$ cat config.mk
export PLATFORM = sky130hd
export DESIGN_NAME = irq_level_priority_encoder
export DESIGN_NICKNAME = d
export VERILOG_FILES = /design/src/irq_prio_pkg.sv /design/src/irq_level_priority_encoder.sv /design/src/irq_prio_encode.sv
export VERILOG_INCLUDE_DIRS = /design/src
export SDC_FILE = /design/constraint.sdc
export NUM_CORES = 1
export LEC_CHECK = 0
export BUFFER_PORTS_ARGS = -buffer_cell sky130_fd_sc_hd__buf_4
export CORE_AREA = 2 2 39 41
export CTS_CLUSTER_SIZE = 12
export DETAILED_ROUTE_END_ITERATION = 8
export DIE_AREA = 0 0 41 43
export GPL_TIMING_DRIVEN = 0
export MAX_ROUTING_LAYER = met4
export SLEW_MARGIN = 15
export SYNTH_ARGS = -nofsm -noshare
export SYNTH_HDL_FRONTEND = slang
export SYNTH_HIERARCHICAL = 1
export SYNTH_SLANG_ARGS = --single-unit
$ cat constraint.sdc
create_clock -name clk_sys -period 0.8 [get_ports clk_sys]
set_input_delay 0.04 -clock clk_sys [delete_from_list [all_inputs] [get_ports clk_sys]]
set_output_delay 0.04 -clock clk_sys [all_outputs]
set_load 0.01 [all_outputs]
$ cat src/irq_prio_map.svh
// Constants for the interrupt level priority encoder.
// Assumes inclusion by bare name from the package and modules.
`ifndef IRQ_PRIO_MAP_SVH
`define IRQ_PRIO_MAP_SVH

// ----------------------------------------------------------------
// Level codes on the processor pins (inverse of level number)
// ----------------------------------------------------------------
`define CODE_LVL15 4'h0
`define CODE_LVL14 4'h1
`define CODE_LVL13 4'h2
`define CODE_LVL12 4'h3
`define CODE_LVL11 4'h4
`define CODE_LVL10 4'h5
`define CODE_LVL9 4'h6
`define CODE_LVL8 4'h7
`define CODE_LVL7 4'h8
`define CODE_LVL6 4'h9
`define CODE_LVL5 4'hA
`define CODE_LVL4 4'hB
`define CODE_LVL3 4'hC
`define CODE_LVL2 4'hD
`define CODE_LVL1 4'hE
`define CODE_NONE 4'hF

// ----------------------------------------------------------------
// Reset values
// ----------------------------------------------------------------
`define REQ_IDLE 13'h0000
`define NMI_IDLE 1'h1

`endif

$ cat src/irq_prio_pkg.sv
// Types for the interrupt level priority encoder.
// Assumes the map header is on the include path.
`include "irq_prio_map.svh"

package irq_prio_pkg;

  // ----------------------------------------------------------------
  // Active-high request vector, one bit per source
  // ----------------------------------------------------------------
  typedef struct packed {
    logic slot8;
    logic slot7;
    logic card2;
    logic multi_io;
    logic slot6;
    logic slot5;
    logic card1;
    logic slot4;
    logic slot3;
    logic slot2;
    logic slot1;
    logic card0;
    logic spare;
  } req_vec_s;

  typedef logic [3:0] level_code_t;

  typedef enum logic [1:0] {
    ST_IDLE = 2'b01,
    ST_PEND = 2'b10
  } enc_state_e;

endpackage : irq_prio_pkg

$ cat src/irq_level_priority_encoder.sv
// Board interrupt prioritiser: requests in, encoded level and NMI out.
// Assumes all request inputs synchronous to clk_sys (rst acts asynchronously); slot lines pulled up.
`timescale 1ns/10ps
`include "irq_prio_map.svh"

// Function
// RULE1: Present only the highest pending request as inverted 4-bit level.
// RULE2: Abort or emulator request goes out as NMI, no level code; the code has only the abort input abort_req_n.
// RULE3: Slot line 8 is level 15 code 0000; line 7 level 14.
// RULE4: Card line 2 is level 13; multi-I/O request is level 12.
// RULE5: Slot line 6 is level 11; slot line 5 is level 10.
// RULE6: Card line 1 is level 9, code 0110.
// RULE7: Slot line 4 is level 7; slot line 3 is level 6.
// RULE8: Slot line 2 is level 4; slot line 1 is level 2.
// RULE9: Card line 0 is level 1, only when nothing higher pends.
// RULE10: Codes 0111, 1010 and 1100 are never driven.
// RULE11: Slot requests are active low, idle high by pull-ups.
// RULE12: Idle code 1111; outputs change on the system clock.
module irq_level_priority_encoder
  import irq_prio_pkg::*;
(
  input wire logic clk_sys,
  input wire logic rst,
  input wire logic slot_req1_n,
  input wire logic slot_req2_n,
  input wire logic slot_req3_n,
  input wire logic slot_req4_n,
  input wire logic slot_req5_n,
  input wire logic slot_req6_n,
  input wire logic slot_req7_n,
  input wire logic slot_req8_n,
  input wire logic card_ctrl_req0_n,
  input wire logic card_ctrl_req1_n,
  input wire logic card_ctrl_req2_n,
  input wire logic multi_io_request,
  input wire logic abort_req_n,
  output level_code_t cpu_int_level_code,
  output logic cpu_nmi_n,
  output logic int_pending
);

  // ----------------------------------------------------------------
  // Request gathering
  // ----------------------------------------------------------------
  req_vec_s req_now;
  level_code_t enc_code;
  enc_state_e state;
  enc_state_e next_state;
  level_code_t next_code;
  logic next_nmi_n;
  logic next_pending;

  always_comb
  begin
    // Active-low lines inverted; multi-I/O is active high
    req_now.slot8 = ~slot_req8_n; // see RULE11
    req_now.slot7 = ~slot_req7_n; // see RULE11
    req_now.slot6 = ~slot_req6_n; // see RULE11
    req_now.slot5 = ~slot_req5_n; // see RULE11
    req_now.slot4 = ~slot_req4_n; // see RULE11
    req_now.slot3 = ~slot_req3_n; // see RULE11
    req_now.slot2 = ~slot_req2_n; // see RULE11
    req_now.slot1 = ~slot_req1_n; // see RULE11
    req_now.card2 = ~card_ctrl_req2_n;
    req_now.card1 = ~card_ctrl_req1_n;
    req_now.card0 = ~card_ctrl_req0_n;
    req_now.multi_io = multi_io_request;
    // No source on the spare position
    req_now.spare = 1'b0;
  end

  irq_prio_encode u_encode (
    .req(req_now),
    .code(enc_code)
  );

  // ----------------------------------------------------------------
  // Output state
  // ----------------------------------------------------------------
  always_comb
  begin
    next_code = enc_code; // see RULE1
    next_nmi_n = abort_req_n; // see RULE2
    next_pending = (enc_code != `CODE_NONE);
    unique case (state)
      ST_IDLE:
        next_state = next_pending ? ST_PEND : ST_IDLE;
      ST_PEND:
        next_state = next_pending ? ST_PEND : ST_IDLE;
      default:
        next_state = ST_IDLE;
    endcase
  end

  always_ff @(posedge clk_sys or posedge rst)
  begin
    if (rst)
    begin
      state <= ST_IDLE;
      cpu_int_level_code <= `CODE_NONE; // see RULE12
      cpu_nmi_n <= `NMI_IDLE;
      int_pending <= 1'b0;
    end
    else
    begin
      state <= next_state;
      cpu_int_level_code <= next_code; // see RULE12
      cpu_nmi_n <= next_nmi_n;
      int_pending <= next_pending;
    end
  end

  // ----------------------------------------------------------------
  // Ranking table for the checks
  // ----------------------------------------------------------------
  // Kept as a table, apart from the encoder's if-chain, so a slip
  // in either one shows up as a disagreement
  function automatic level_code_t rank_code(input int pos);
    level_code_t code;
    case (pos)
      12: code = `CODE_LVL15;
      11: code = `CODE_LVL14;
      10: code = `CODE_LVL13;
      9: code = `CODE_LVL12;
      8: code = `CODE_LVL11;
      7: code = `CODE_LVL10;
      6: code = `CODE_LVL9;
      5: code = `CODE_LVL7;
      4: code = `CODE_LVL6;
      3: code = `CODE_LVL4;
      2: code = `CODE_LVL2;
      1: code = `CODE_LVL1;
      default: code = `CODE_NONE;
    endcase
    return code;
  endfunction : rank_code

  // Lowest rank first, so the highest active source is left standing
  function automatic level_code_t table_code(input req_vec_s r);
    logic [12:0] bits;
    level_code_t code;
    bits = r;
    code = `CODE_NONE;
    for (int i = 1; i < 13; i++)
      if (bits[i])
        code = rank_code(i);
    return code;
  endfunction : table_code

  // True when no source ranked above the given position is active
  function automatic logic clear_above(input req_vec_s r, input int pos);
    logic [12:0] bits;
    bits = r;
    return (bits >> (pos + 1)) == 13'h0000;
  endfunction : clear_above

  level_code_t table_now;
  assign table_now = table_code(req_now);
endmodule : irq_level_priority_encoder

$ cat src/irq_prio_encode.sv
// Combinational priority encoder from request vector to level code.
// Assumes active-high requests already gathered into a struct.
`timescale 1ns/10ps
`include "irq_prio_map.svh"

module irq_prio_encode
  import irq_prio_pkg::*;
(
  input wire req_vec_s req,
  output level_code_t code
);

  always_comb
  begin
    // Highest level first; levels 8, 5, 3 never chosen, see RULE10
    if (req.slot8)
      code = `CODE_LVL15; // see RULE3
    else if (req.slot7)
      code = `CODE_LVL14; // see RULE3
    else if (req.card2)
      code = `CODE_LVL13; // see RULE4
    else if (req.multi_io)
      code = `CODE_LVL12; // see RULE4
    else if (req.slot6)
      code = `CODE_LVL11; // see RULE5
    else if (req.slot5)
      code = `CODE_LVL10; // see RULE5
    else if (req.card1)
      code = `CODE_LVL9; // see RULE6
    else if (req.slot4)
      code = `CODE_LVL7; // see RULE7
    else if (req.slot3)
      code = `CODE_LVL6; // see RULE7
    else if (req.slot2)
      code = `CODE_LVL4; // see RULE8
    else if (req.slot1)
      code = `CODE_LVL2; // see RULE8
    else if (req.card0)
      code = `CODE_LVL1; // see RULE9
    else
      code = `CODE_NONE; // see RULE12
  end

endmodule : irq_prio_encode

==> flow_results.xml <==
<?xml version="1.0" encoding="UTF-8"?>
<metrics>
  <group name="run_status">
    <metric name="outcome" unit="">finished, violations left</metric>
    <metric name="failed_checks" unit="">setup timing</metric>
  </group>
  <group name="floorplan">
    <metric name="floorplan.core_area" unit="um^2">1380</metric>
    <metric name="die_y_extent" unit="um">43</metric>
    <metric name="floorplan.io_pins" unit="">21</metric>
    <metric name="floorplan.die_area" unit="um^2">1760</metric>
    <metric name="initial_core_util" unit="%">23.0</metric>
    <metric name="placement_rows" unit="">14</metric>
    <metric name="die_width" unit="um">41</metric>
  </group>
  <group name="sta">
    <metric name="timing.hold.ws" unit="ps">17.4</metric>
    <metric name="totalNegativeSetupSlack" unit="ps">-651</metric>
    <metric name="hold_viol_final" unit="">0</metric>
    <metric name="max_freq" unit="MHz">1080</metric>
    <metric name="worstMarginPinSlew" unit="ps">412</metric>
    <metric name="rsz_0062_raised_after_global_routing" unit="">true</metric>
    <metric name="drv_slew" unit="">0</metric>
    <metric name="finalSetupViolations" unit="">7</metric>
    <metric name="setup_slack" unit="ps">-127</metric>
    <metric name="period_minus_slack" unit="ps">927</metric>
    <metric name="max-slew-margin-rel" unit="%">72.3</metric>
    <metric name="final.period_utilization" unit="%">116</metric>
  </group>
  <group name="global_route">
    <metric name="gr-total-overflow" unit="">0</metric>
    <metric name="antenna_found_initial" unit="">0</metric>
    <metric name="grt_start_max_net_pins" unit="">7</metric>
    <metric name="first_global_vias" unit="">345</metric>
    <metric name="grt_use_total" unit="%">11.1</metric>
    <metric name="grt_first_pass_wirelength" unit="um">1290</metric>
  </group>
  <group name="placement">
    <metric name="port_buf_inserts" unit="">20</metric>
    <metric name="hpwl" unit="um">557</metric>
    <metric name="gp_routability_congestion" unit="">0.742</metric>
    <metric name="detailedPlace.worstSlack" unit="ps">-459</metric>
    <metric name="placement.cell_area" unit="um^2">494</metric>
  </group>
  <group name="finish">
    <metric name="final_net_count" unit="">84</metric>
    <metric name="diodes" unit="">0</metric>
    <metric name="drive_above_1_share" unit="%">61.8</metric>
    <metric name="post-route-cell-area" unit="um^2">649</metric>
    <metric name="layout.core_utilization" unit="%">46.9</metric>
    <metric name="area.sequential" unit="um^2">156</metric>
    <metric name="fillers" unit="">133</metric>
    <metric name="multiInputGateArea" unit="um^2">139</metric>
    <metric name="syn2layout_area_growth" unit="%">104</metric>
  </group>
  <group name="setup_path">
    <metric name="worst_setup_path_startpoint" unit="">slot_req4_n</metric>
    <metric name="arrival" unit="ps">1030</metric>
    <metric name="path_max_fanout" unit="">2</metric>
    <metric name="slowest_stage" unit="">sky130_fd_sc_hd__or4_4</metric>
    <metric name="path_cells" unit="">buf_6 &gt; inv_2 &gt; or4_4 &gt; a221oi_4 &gt; nand4_1</metric>
    <metric name="startpoint_type" unit="">input pin</metric>
    <metric name="critical_path_required" unit="ps">900</metric>
    <metric name="timing.critical_path.slowest_cell_delay" unit="ps">540</metric>
    <metric name="start_to_end_type_of_the_worst_setup_path" unit="">input pin to flop</metric>
    <metric name="end_kind" unit="">flop</metric>
  </group>
  <group name="route">
    <metric name="number_of_drc_violations_after_detailed_routing_iteration_0" unit="">1</metric>
    <metric name="routed-via-count" unit="">356</metric>
    <metric name="drt-total-wl" unit="um">774</metric>
    <metric name="detailedRoute.firstPassIterationCount" unit="">2</metric>
    <metric name="post_route_antenna_net_violation_count" unit="">0</metric>
    <metric name="drt-vias-per-instance" unit="">4.24</metric>
    <metric name="wire_per_inst" unit="um">9.21</metric>
    <metric name="drt_drc_violations_left" unit="">0</metric>
  </group>
  <group name="min_path">
    <metric name="holdPathEnd" unit="">cpu_int_level_code[3]</metric>
    <metric name="min_delay_path_depth" unit="">3</metric>
    <metric name="timing.hold.worst.start" unit="">card_ctrl_req1_n</metric>
    <metric name="min-delay-path-class" unit="">input pin to flop</metric>
  </group>
  <group name="clock_tree">
    <metric name="tritoncts.num_buffers" unit="">3</metric>
    <metric name="cts_sinks" unit="">6</metric>
    <metric name="clockRootBuffer" unit="">sky130_fd_sc_hd__clkbuf_4</metric>
    <metric name="clock_tree.buffer_depth" unit="">2</metric>
    <metric name="clk_transition_reported_paths" unit="ps">50</metric>
    <metric name="cts_htree_levels" unit="">1</metric>
    <metric name="tritoncts" unit="">yes</metric>
  </group>
  <group name="logic_synthesis">
    <metric name="ys.warnings.count" unit="">6</metric>
    <metric name="combined_area_of_all_synthesized_cells" unit="um^2">318</metric>
    <metric name="gate_count_of_the_mapped_netlist" unit="">38</metric>
    <metric name="syn-mean-instance-area" unit="um^2">8.36</metric>
    <metric name="synth.net_count" unit="">53</metric>
  </group>
  <group name="power">
    <metric name="ir_worst_vdd" unit="mV">0.397</metric>
    <metric name="power_per_cell_area" unit="nW/um^2">1280</metric>
    <metric name="p_leak" unit="uW">0.000318</metric>
  </group>
  <group name="flow_run">
    <metric name="max_cap_violations" unit="">0</metric>
  </group>
</metrics>
-- layout make-up --
cell class	instances	share of cell area [%]
inverter	14	9.63
multi-input combinational	18	21.4
tap	16	3.08
sequential	6	24.1
clock buffer	4	4.05
timing repair buffer	26	37.8
-- worst max-delay path, delay by kind of cell --
kind                   cells  cell delay (ps)
AO/OA/AOI/OAI              1              250
buffers and inverters      2              100
AND/OR/NAND/NOR            2              640
-- report_power, final --
part	leakage [uW]	internal, uW	switching, uW
Sequential	0.0000608	324	4.73
Combinational	0.000243	125	85.9
Clock	0.0000150	189	103
Total	0.000318	638	194
-- how the worst max path moves through the flow --
stage                  end  slack (ps)  depth (start not counted)
2_1_floorplan  int_pending        -270                          5
3_3_place_gp   int_pending        -450                          6
3_5_place_dp   int_pending        -460                          6
4_1_cts        int_pending        -120                          5
5_1_grt        int_pending        -170                          6
6_report       int_pending        -130                          5
-- per-layer routing --
metal	global-route usage, %	vias up	part of all wire (%)
met4	6.00	0	2.1
met5	-	-	0
met3	3.14	2	6.6
li1	-	180	-
met2	18.4	14	56
met1	10.8	160	35
-- layout by cell type (no fill, tap or decap), drive strengths merged, types with 2 or more instances in the layout --
cell type / n
nor4: 2
buf: 24
nand2: 2
clkbuf: 4
inv: 14
dlygate4sd3: 2
nor2: 5
dfstp: 5
-- repair_timing --
item	CTS	global route
buffers inserted	4	0
pin swaps	1	0
endpoints found under the hold margin	7	0
resized for setup	22	1
setup endpoints to repair	7	8
cloned	0	0
hold buffers	2	0
-- state kept, by name, summed over array words and instances, names as in the netlist --
signal	flops
cpu_int_level_code	4
cpu_nmi_n	1
int_pending	1
-- metrics by stage --
step,power (uW),cells
5_1_grt,900,84
3_3_place_gp,474,74
4_1_cts,845,84
6_report,832,84
2_1_floorplan,396,38
3_5_place_dp,475,74
(Power assumes the default switching activity.)
